`config.mk`:
```
export PLATFORM = sky130hd
export DESIGN_NAME = wssq_sequencer
export DESIGN_NICKNAME = d
export VERILOG_FILES = /design/src/wssq_sync.v /design/src/wssq_sequencer.v
export VERILOG_INCLUDE_DIRS = /design/src /design/src/include
export SDC_FILE = /design/constraint.sdc
export NUM_CORES = 1
export LEC_CHECK = 0
export BUFFER_PORTS_ARGS = -buffer_cell sky130_fd_sc_hd__buf_2
export CAP_MARGIN = 20
export CORE_UTILIZATION = 45
export CTS_CLUSTER_DIAMETER = 60
export DETAILED_ROUTE_END_ITERATION = 7
export SLEW_MARGIN = 10
export SYNTH_ARGS = -nofsm -noshare
export SYNTH_HDL_FRONTEND = slang
export SYNTH_HIERARCHICAL = 1
export SYNTH_SLANG_ARGS = --single-unit
```
`constraint.sdc`:
```
create_clock -name clk_sys -period 2.5 [get_ports clk_sys]
set_input_delay 0.375 -clock clk_sys [delete_from_list [all_inputs] [get_ports clk_sys]]
set_output_delay 0.375 -clock clk_sys [all_outputs]
set_load 0.01 [all_outputs]
```
`src/include/wssq_consts.vh`:
```
`ifndef WSSQ_CONSTS_VH
`define WSSQ_CONSTS_VH
`define WSSQ_CLK_HZ          10000000
`define WSSQ_XTAL_HZ         32768
`define WSSQ_RESET_DLY_TICKS 50463
`define WSSQ_START_DLY_TICKS 1024
`define WSSQ_ALERT_DLY_TICKS 256
`define WSSQ_STOP_DLY_TICKS  64
`define WSSQ_SUPPLY_DLY_TICKS 96
`define WSSQ_WAKE_MIN_NS     1000
`define WSSQ_CLK_NS          100
`define WSSQ_WAKE_CYCLES     ((`WSSQ_WAKE_MIN_NS + `WSSQ_CLK_NS - 1) / `WSSQ_CLK_NS)
`define WSSQ_FAST_DIV        2
`endif

```
`src/wssq_sync.v`:
```
`timescale 1ns/10ps
`default_nettype none
module wssq_sync #(
  parameter RST_VAL = 1'b1
) (
  input  wire clk_sys,
  input  wire nrst,
  input  wire d_in,
  output reg  q_out
);
  reg s1_reg;
  reg s2_reg;
  reg s3_reg;
  always @(posedge clk_sys or negedge nrst) begin
    if (!nrst) begin
      s1_reg <= RST_VAL;
      s2_reg <= RST_VAL;
      s3_reg <= RST_VAL;
      q_out  <= RST_VAL;
    end else begin
      s1_reg <= d_in;
      s2_reg <= s1_reg;
      s3_reg <= s2_reg;
      if (s2_reg == s3_reg) begin
        q_out <= s3_reg;
      end
    end
  end
endmodule // wssq_sync
`default_nettype wire

```
`src/wssq_sequencer.v`:
```
`timescale 1ns/10ps
`default_nettype none
`include "wssq_consts.vh"
module wssq_sequencer #(
  parameter RESET_DLY_TICKS  = `WSSQ_RESET_DLY_TICKS,
  parameter START_DLY_TICKS  = `WSSQ_START_DLY_TICKS,
  parameter ALERT_DLY_TICKS  = `WSSQ_ALERT_DLY_TICKS,
  parameter STOP_DLY_TICKS   = `WSSQ_STOP_DLY_TICKS,
  parameter SUPPLY_DLY_TICKS = `WSSQ_SUPPLY_DLY_TICKS,
  parameter FAST_DIV         = `WSSQ_FAST_DIV
) (
  input  wire clk_sys,
  input  wire nrst,
  input  wire xtal_tick,
  input  wire supply_above_high,
  input  wire supply_above_low,
  input  wire monitor_threshold_select,
  input  wire low_voltage_ok,
  input  wire pll_enable,
  input  wire shutdown_cmd,
  input  wire wake_input_a_n,
  input  wire wake_input_b_n,
  output reg  monitor_reset_n_out,
  output reg  monitor_reset_n_oe,
  output reg  supply_off_out,
  output reg  fast_clock_out,
  output reg  alert_n_out,
  output reg  standby_state
);
  localparam ST_SLEEP   = 5'b00001;
  localparam ST_STANDBY = 5'b00010;
  localparam ST_WAIT    = 5'b00100;
  localparam ST_RUN     = 5'b01000;
  localparam ST_STOP    = 5'b10000;
  localparam WAKE_CYC   = `WSSQ_WAKE_CYCLES;

  wire       wa_sync;
  wire       wb_sync;
  wire       sup_sync;
  reg        sup_hi_reg;
  reg  [4:0] state_reg;
  reg  [4:0] state_next;
  reg  [15:0] rst_cnt_reg;
  reg  [15:0] tick_cnt_reg;
  reg  [7:0] wake_cnt_reg;
  reg  [7:0] fdiv_reg;
  reg        wake_ok;
  reg        shut_reg;
  reg        shut_seen_reg;
  wire       gate_ok;

  wssq_sync #(.RST_VAL(1'b1)) u_wa (
    .clk_sys (clk_sys),
    .nrst    (nrst),
    .d_in    (wake_input_a_n),
    .q_out   (wa_sync)
  );
  wssq_sync #(.RST_VAL(1'b1)) u_wb (
    .clk_sys (clk_sys),
    .nrst    (nrst),
    .d_in    (wake_input_b_n),
    .q_out   (wb_sync)
  );
  wssq_sync #(.RST_VAL(1'b0)) u_sup (
    .clk_sys (clk_sys),
    .nrst    (nrst),
    .d_in    (monitor_threshold_select ? supply_above_low : supply_above_high),
    .q_out   (sup_sync)
  );

  always @(posedge clk_sys or negedge nrst) begin
    if (!nrst) begin
      rst_cnt_reg         <= 16'h0000;
      monitor_reset_n_out <= 1'b0;
      monitor_reset_n_oe  <= 1'b1;
      sup_hi_reg          <= 1'b0;
    end else begin
      sup_hi_reg <= sup_sync;
      if (!sup_sync) begin
        rst_cnt_reg         <= 16'h0000;
        monitor_reset_n_oe  <= 1'b1;
      end else if (monitor_reset_n_oe) begin
        if (xtal_tick) begin
          if (rst_cnt_reg >= RESET_DLY_TICKS - 1) begin
            monitor_reset_n_oe <= 1'b0;
          end else begin
            rst_cnt_reg <= rst_cnt_reg + 16'h0001;
          end
        end
      end
      monitor_reset_n_out <= 1'b0;
    end
  end

  assign gate_ok = !monitor_reset_n_oe && low_voltage_ok && pll_enable;

  always @(posedge clk_sys or negedge nrst) begin
    if (!nrst) begin
      wake_cnt_reg <= 8'h00;
      wake_ok      <= 1'b0;
    end else begin
      wake_ok <= 1'b0;
      if (wa_sync && wb_sync) begin
        wake_cnt_reg <= 8'h00;
      end else if (wake_cnt_reg < WAKE_CYC - 1) begin
        wake_cnt_reg <= wake_cnt_reg + 8'h01;
      end else begin
        wake_ok <= 1'b1;
      end
    end
  end

  always @* begin
    state_next = state_reg;
    case (state_reg)
      ST_SLEEP:   if (wake_ok) state_next = ST_STANDBY;
      ST_STANDBY: if (gate_ok) state_next = ST_WAIT;
      ST_WAIT: begin
        if (!gate_ok) state_next = ST_STANDBY;
        else if (xtal_tick && tick_cnt_reg >= START_DLY_TICKS - 1) state_next = ST_RUN;
      end
      ST_RUN:     if (shut_reg) state_next = ST_STOP;
      ST_STOP: begin
        if (xtal_tick && tick_cnt_reg >= SUPPLY_DLY_TICKS - 1 && !pll_enable)
          state_next = ST_SLEEP;
      end
      default:    state_next = ST_SLEEP;
    endcase
  end

  always @(posedge clk_sys or negedge nrst) begin
    if (!nrst) begin
      state_reg     <= ST_SLEEP;
      tick_cnt_reg  <= 16'h0000;
      shut_reg      <= 1'b0;
      shut_seen_reg <= 1'b0;
    end else begin
      state_reg     <= state_next;
      shut_seen_reg <= shutdown_cmd;
      if (state_reg == ST_RUN && shutdown_cmd && !shut_seen_reg) begin
        shut_reg <= 1'b1;
      end else if (state_reg != ST_RUN) begin
        shut_reg <= 1'b0;
      end
      if (state_next != state_reg) begin
        tick_cnt_reg <= 16'h0000;
      end else if (xtal_tick && tick_cnt_reg != 16'hFFFF) begin
        tick_cnt_reg <= tick_cnt_reg + 16'h0001;
      end
    end
  end

  always @(posedge clk_sys or negedge nrst) begin
    if (!nrst) begin
      supply_off_out <= 1'b0;
      standby_state  <= 1'b0;
    end else begin
      standby_state <= (state_next != ST_SLEEP);
      if (state_next == ST_SLEEP) begin
        supply_off_out <= 1'b0;
      end else if (state_next == ST_STOP && state_reg == ST_STOP &&
                   tick_cnt_reg >= SUPPLY_DLY_TICKS - 1 && !pll_enable) begin
        supply_off_out <= 1'b0;
      end else begin
        supply_off_out <= 1'b1;
      end
    end
  end

  always @(posedge clk_sys or negedge nrst) begin
    if (!nrst) begin
      fdiv_reg       <= 8'h00;
      fast_clock_out <= 1'b0;
      alert_n_out    <= 1'b1;
    end else begin
      if (state_reg == ST_RUN ||
          (state_reg == ST_STOP && tick_cnt_reg < STOP_DLY_TICKS)) begin
        if (fdiv_reg >= FAST_DIV - 1) begin
          fdiv_reg       <= 8'h00;
          fast_clock_out <= !fast_clock_out;
        end else begin
          fdiv_reg <= fdiv_reg + 8'h01;
        end
      end else begin
        fdiv_reg       <= 8'h00;
        fast_clock_out <= 1'b0;
      end
      if (state_reg == ST_RUN && tick_cnt_reg >= ALERT_DLY_TICKS) begin
        alert_n_out <= 1'b0;
      end else if (state_reg != ST_RUN) begin
        alert_n_out <= 1'b1;
      end
    end
  end
endmodule // wssq_sequencer
`default_nettype wire

```
==> implementation parameters, run 1 <==
Parameter                              Value

Run status
  Run status ... completed

Clock network
  Clock Latency Late Sink ... 0.34 ns
  Number of sinks handled by clock tree synthesis ... 73
  Number of cells upsized or downsized after cts ... 0
  Setup repair bufs after CTS ... 0
  Max Buffers Root-to-Sink ... 2
  Number of buffers inserted during clock tree synthesis ... 9
  Clock-pin slew on the worst setup and hold paths ... 0.08 ns
  TritonCTS clock tree ... yes
  Quantity of hold-fixing buffers added after cts ... 0
  Master cell of the clock root buffer ... sky130_fd_sc_hd__clkbuf_8
  CTS H-tree depth ... 3

Pwr
  Internal Pwr Total ... 1.90 mW
  Overall power consumption ... 2.77 mW
  Cell Pwr Density ... 668 nW/µm²
  Clock share of power ... 30.6%
  Static Leakage ... 1.84 nW
  Maximum VDD drop ... 385 µV
  Switching share of power ... 31.3%
  Power dissipated by switching net loads ... 0.865 mW
  Reg power frac ... 51.5%
  Portion of total power attributed to combinational logic ... 17.9%

Global route
  Met1 usage in global routing ... 24.7%
  Met3 Track Usage GR ... 4.69%
  Global-route wire length before repair ... 12.6 mm
  Largest net degree at the start of global routing ... 74
  Top Usage Layer GRT ... met2
  Antenna violations before repair ... 0
  Total track usage ... 18.3%
  Number of global-route vias before repair ... 2629
  Met2 Use GR ... 28.7%
  GRT Residual Overflow ... 0

Yosys
  Flip-flop and latch count after synthesis ... 73
  Number of synthesis warnings ... 6
  Number of enable-type register cells in the synthesized netlist ... 0
  Largest cells by area after synthesis ... sky130_fd_sc_hd__dfrtp_1 (40%), sky130_fd_sc_hd__dfstp_2 (7.5%), sky130_fd_sc_hd__xnor2_1 (3.7%)
  Most frequent cell after synthesis ... sky130_fd_sc_hd__dfrtp_1
  Average size of a mapped cell ... 10.6 µm²
  Portion of synthesized cell area occupied by the leading cell type ... 40.5%
  Synthesized area ... 3830 µm²
  Mapped Cells ... 363
  Seq/Total Area, Yosys ... 48.0%
  Post-synth top flop ... sky130_fd_sc_hd__dfrtp_1
  Synth unique cells ... 66
  Post-synth top area cell ... sky130_fd_sc_hd__dfrtp_1
  Most common library cells after synthesis ... sky130_fd_sc_hd__dfrtp_1 (62), sky130_fd_sc_hd__nand2_1 (28), sky130_fd_sc_hd__nand3_1 (17)
  Share of synthesized flip-flops with an asynchronous set or reset ... 100%

Floorplanning
  Count of boundary I/O pins ... 17
  Die ar. ... 8890 µm²
  Effective utilization at floorplan ... 46.7%
  Number of placement rows ... 33
  Horizontal extent of the die ... 94.3 µm
  CORE AREA ... 8220 µm²
  Die boundary height ... 94.3 µm

STA
  Shortest period the worst path allows ... 2.21 ns
  Top achievable clock speed ... 0.452 GHz
  Slack of the critical path ... 0.290 ns
  Max-slew violation total from the final report ... 0
  Unrepaired setup endpoints after global routing ... no
  Tightest Pin Transition ... 0.928 ns
  Setup TNS Final ... 0 ns
  Maximum clock skew at final layout ... 0.00566 ns
  Worst Hold Margin ... 0.124 ns
  Share of the clock period used by the worst path after layout ... 88.4%
  Hold violation total from the final report ... 0
  Max-slew headroom ... 38.1%
  Setup Viol. Count Final ... 0

Placed design
  Placed insts ... 472
  Sum of net half-perimeters after detailed placement ... 4.70 mm
  Port Buf Inserts ... 15
  Final weighted congestion in routability-driven placement ... 0.798
  Area of placed instances ... 3970 µm²
  Dpl ws ... 0.305 ns

Worst setup path
  Worst path depth ... 6
  Critical path startpoint category ... register
  Critical Path Start ... tick_cnt_reg[1]
  Data required time of the worst path ... 2.70 ns
  Largest fanout on the critical path ... 16
  Kind of cell adding the most delay to the critical path ... simple AND/OR/NAND/NOR gates
  CP arrival ... 2.41 ns
  Crit-path most repeated cell ... sky130_fd_sc_hd__and3_1
  Critical R2R Capture ... tick_cnt_reg[2]
  Destination of the critical timing path ... tick_cnt_reg[2]
  Critical Path Max Stage Delay ... 0.54 ns
  Worst R2R Setup Slack ... 0.29 ns
  CP Buf/Inv Count ... 0
  Beginning of the worst register-to-register path ... tick_cnt_reg[1]
  Slowest stage cell, crit path ... sky130_fd_sc_hd__a31oi_4
  Worst Setup End Kind ... register
  Category of the critical setup timing path ... reg2reg
  Cells on worst reg2reg path ... 6
  Cells along the critical path ... ha_1 > and3_1 > and3_1 > o211ai_1 > a31oi_4 > nor4_1

Detailed routing
  Count of unresolved DRC violations after routing ... 0
  Routed wire length ... 7.04 mm
  First drt pass iteration count ... 4
  Routed wirelength normalized by instance count ... 14.4 µm
  Routed vias ... 2654
  Starting DRT DRC Count ... 127
  Via count normalized by instance count ... 5.44
  Number of nets with antenna violations after routing ... 0

Cells and area
  Antenna cell count ... 0
  Fraction of final layout cells with drive strength greater than 1 ... 19.1%
  Final Instance Area ... 4150 µm²
  Area growth from synthesis to layout ... 8.13%
  Number of nets in the finished design ... 398
  Final standard cell count with taps included and fillers excluded ... 488
  Final core occ ... 50.4%
  Layout fillers ... 760

Hold path
  Hold Path Class ... in2reg

Flow run
  Number of max-capacitance violations reported ... 0
-- placed cells by master (no fill, tap or decap), drive strengths merged, types with 2 or more instances in the layout --
cell type	netlist	routed
dfrtp	62	62
nand2	28	28
nor3	20	20
nand3	17	17
inv	16	17
buf	8	17
xnor2	16	16
a21oi	16	16
and2	15	15
nor2	13	13
dfstp	11	11
nor4	11	11
nand4	10	10
clkbuf	10	10
nand2b	9	9
ha	9	9
and3	8	8
xor2	8	8
mux2i	7	7
conb	1	6
and4	5	5
a31o	5	5
o31ai	4	4
a211oi	4	4
or4	4	4
o21ai	4	4
o21a	3	3
and3b	3	3
nand3b	3	3
maj3	3	3
a31oi	3	3
clkinv	0	3
o22ai	2	2
or2	2	2
mux2	2	2
o211ai	2	2
o311ai	2	2
clkinvlp	0	2
o2111ai	2	2
-- cells by family (layout without fill, tap and decap cells) --
kind of cell	after synthesis	after routing	synth area share [%]
AO/OA/AOI/OAI	57	57	11.6
multiplexers	9	9	2.42
buffers and inverters	34	49	4.47
XOR/XNOR	24	24	5.48
other	1	6	0.0978
AND/OR/NAND/NOR	153	153	24.1
flip-flops	73	73	48.0
adder cells (fa/ha/maj)	12	12	3.82
-- power by group through the flow --
stage                     Clock (mW)  Sequential, mW  Combinational [mW]
after floorplan                    0            1.40               0.434
after global placement             0            1.44               0.493
after detailed placement           0            1.44               0.506
after CTS                      0.884            1.42               0.507
after global routing           0.940            1.44               0.573
final                          0.848            1.42               0.496
-- layer usage --
layer / wire length, µm / part of all wire, % / up-vias
met3: 208 / 3.0 / 5
met2: 3200 / 45 / 35
met4: 68 / 0.97 / 0
met5: 0 / 0 / -
met1: 3560 / 51 / 1280
li1: - / - / 1334
-- worst min path at each step --
| stage | startpoint | end | slack [ns] | cells after the start |
|---|---|---|---|---|
| floorplan | nrst | fast_clock_out | 0.08 | 0 |
| global placement | u_sup/s1_reg | u_sup/s2_reg | 0.34 | 0 |
| detailed placement | u_sup/s1_reg | u_sup/s2_reg | 0.34 | 0 |
| CTS | wake_input_b_n | u_wb/s1_reg | 0.10 | 1 |
| global route | wake_input_a_n | u_wa/s1_reg | 0.09 | 1 |
| finish | wake_input_a_n | u_wa/s1_reg | 0.12 | 1 |
-- cell type report --
cell class	instances	area (µm²)	share of cell area [%]
timing repair buffer	17	92.6	2.23
clock buffer	10	138	3.32
tap	105	131	3.17
inverter	16	60.1	1.45
clock inverter	6	42.5	1.03
multi-input combinational	261	1840	44.4
sequential	73	1840	44.4
Note: power is estimated with default switching activity, not from simulation.
==> inputs of run 2 (changes only) <==
--- a/config.mk
+++ b/config.mk
@@ -8,9 +8,10 @@
 export LEC_CHECK = 0
 export BUFFER_PORTS_ARGS = -buffer_cell sky130_fd_sc_hd__buf_2
 export CAP_MARGIN = 20
-export CORE_UTILIZATION = 45
+export CORE_UTILIZATION = 50
 export CTS_CLUSTER_DIAMETER = 60
 export DETAILED_ROUTE_END_ITERATION = 7
+export PLACE_DENSITY = 0.67
 export SLEW_MARGIN = 10
 export SYNTH_ARGS = -nofsm -noshare
 export SYNTH_HDL_FRONTEND = slang
==> constraint.sdc (replaced) <==
create_clock -name clk_sys -period 2.75 [get_ports clk_sys]
set_input_delay 0.4125 -clock clk_sys [delete_from_list [all_inputs] [get_ports clk_sys]]
set_output_delay 0.4125 -clock clk_sys [all_outputs]
set_load 0.01 [all_outputs]
==> run 2 against run 1 <==
  * Die area is 9.8% lower
  * Routed wire length is 0.98% higher
  * Hold slack worse by 0.054 ns
  * Sequential share of layout area is 0.11 points lower
==> implementation parameters, run 2 (synthesis results as in run 1) <==
Parameter                              Value

STA
  Setup Viol. Count Final ... 0
  Top achievable clock speed ... 0.448 GHz
  Tightest Pin Transition ... 0.669 ns
  Share of the clock period used by the worst path after layout ... 81.2%
  Maximum clock skew at final layout ... 0.0136 ns
  Max-slew violation total from the final report ... 0
  Max-slew headroom ... 55.4%
  Hold violation total from the final report ... 0
  Unrepaired setup endpoints after global routing ... no
  Setup TNS Final ... 0 ns
  Shortest period the worst path allows ... 2.23 ns

Clock network
  TritonCTS clock tree ... yes
  CTS H-tree depth ... 3
  Clock-pin slew on the worst setup and hold paths ... 0.09 ns
  Number of buffers inserted during clock tree synthesis ... 9
  Quantity of hold-fixing buffers added after cts ... 0
  Clock Latency Late Sink ... 0.36 ns
  Number of sinks handled by clock tree synthesis ... 73
  Master cell of the clock root buffer ... sky130_fd_sc_hd__clkbuf_8
  Setup repair bufs after CTS ... 0
  Max Buffers Root-to-Sink ... 2
  Number of cells upsized or downsized after cts ... 0

Hold path
  Hold Path Class ... in2async

Cells and area
  Antenna cell count ... 0
  Top library cells by usage in the layout, fill and taps aside ... sky130_fd_sc_hd__dfrtp_1 (62), sky130_fd_sc_hd__nand2_1 (28), sky130_fd_sc_hd__nand3_1 (17)
  Layout fillers ... 642
  Number of nets in the finished design ... 401
  Fraction of final layout cells with drive strength greater than 1 ... 19.4%
  Area growth from synthesis to layout ... 8.39%
  Most common cell after layout, fill and taps aside ... sky130_fd_sc_hd__dfrtp_1
  Final core occ ... 56.7%

Placed design
  Final weighted congestion in routability-driven placement ... 0.853
  Sum of net half-perimeters after detailed placement ... 4.96 mm
  Port Buf Inserts ... 15

Worst setup path
  Data required time of the worst path ... 2.96 ns
  Critical R2R Capture ... tick_cnt_reg[2]
  Worst R2R Setup Slack ... 0.52 ns
  Critical path startpoint category ... register
  Cells on worst reg2reg path ... 6
  Category of the critical setup timing path ... reg2reg
  Largest fanout on the critical path ... 16
  CP arrival ... 2.44 ns
  Worst Setup End Kind ... register
  Beginning of the worst register-to-register path ... tick_cnt_reg[1]

Flow run
  Number of max-capacitance violations reported ... 0

Pwr
  Cell Pwr Density ... 608 nW/µm²
  Static Leakage ... 1.85 nW
  Overall power consumption ... 2.53 mW
  Maximum VDD drop ... 268 µV

Global route
  Global-route wire length before repair ... 12.1 mm
  Largest net degree at the start of global routing ... 30
  Number of global-route vias before repair ... 2633
  GRT Residual Overflow ... 0
  Antenna violations before repair ... 0
  Total track usage ... 19.9%

Detailed routing
  Number of nets with antenna violations after routing ... 0
  Count of unresolved DRC violations after routing ... 0
  First drt pass iteration count ... 4
  Via count normalized by instance count ... 5.55
  Routed wire length ... 7.11 mm
  Routed wirelength normalized by instance count ... 14.7 µm
  Starting DRT DRC Count ... 135
  Routed vias ... 2693

Floorplanning
  Count of boundary I/O pins ... 17
  CORE AREA ... 7330 µm²
  Effective utilization at floorplan ... 52.3%
  Horizontal extent of the die ... 89.6 µm
  Die boundary height ... 89.6 µm
  Number of placement rows ... 31
  Die ar. ... 8020 µm²

Run status
  Run status ... completed
## run 2: changes by cell type in the layout (fill, tap and decap cells not counted)
cell / previous run / this run
sky130_fd_sc_hd__clkbuf_8: 10 / 9
sky130_fd_sc_hd__inv_6: 1 / 3
sky130_fd_sc_hd__clkbuf_1: 0 / 1
sky130_fd_sc_hd__buf_4: 3 / 5
sky130_fd_sc_hd__clkinv_2: 2 / 0
sky130_fd_sc_hd__buf_2: 14 / 15
## run 2: stage by stage
step	hold WS (ns)	cells	setup slack [ns]	cell area, µm²
floorplan	0.117	368	0.800	3850
global placement	0.333	469	0.653	3980
detailed placement	0.341	469	0.556	3980
CTS	0.102	485	0.537	4160
global route	0.128	485	0.365	4160
finish	0.0707	485	0.516	4160
## run 2: area by class of cell
| type | count | area (µm²) | area share (%) |
|---|---|---|---|
| Clock buffer | 10 | 128 | 3.07 |
| Inverter | 16 | 60.1 | 1.45 |
| Timing Repair Buffer | 20 | 113 | 2.71 |
| Tap cell | 99 | 124 | 2.98 |
| Clock inverter | 6 | 50.0 | 1.20 |
| Sequential cell | 73 | 1840 | 44.3 |
| Multi-Input combinational cell | 261 | 1840 | 44.3 |
## run 2: metal layers
metal	track usage, %	wire [µm]	vias to the layer above
met5	0	0	-
met4	10.4	155	0
met3	3.97	269	12
met2	32.4	3320	53
met1	25.2	3370	1297
li1	-	-	1331
## run 2: worst max path at each step
| stage | from | end | cells after the start |
|---|---|---|---|
| 3_3_place_gp | tick_cnt_reg[1] | tick_cnt_reg[10] | 6 |
| 4_1_cts | tick_cnt_reg[1] | tick_cnt_reg[2] | 6 |
| 6_report | tick_cnt_reg[1] | tick_cnt_reg[2] | 6 |
| 5_1_grt | tick_cnt_reg[1] | tick_cnt_reg[2] | 6 |
| 2_1_floorplan | tick_cnt_reg[0] | tick_cnt_reg[11] | 8 |
| 3_5_place_dp | tick_cnt_reg[1] | tick_cnt_reg[2] | 6 |
## run 2: power by group
group	leakage [nW]	internal [mW]	switching, mW
clock	0.0839	0.338	0.435
combinational	0.820	0.195	0.265
sequential	0.946	1.18	0.110
total	1.85	1.72	0.809
## run 2: critical path, stage by stage (launching register included)
cell                       delay [ns]
sky130_fd_sc_hd__dfrtp_1         0.41
sky130_fd_sc_hd__ha_1            0.24
sky130_fd_sc_hd__and3_1          0.32
sky130_fd_sc_hd__and3_1          0.28
sky130_fd_sc_hd__o211ai_1        0.17
sky130_fd_sc_hd__a31oi_4         0.54
sky130_fd_sc_hd__nor4_1          0.14
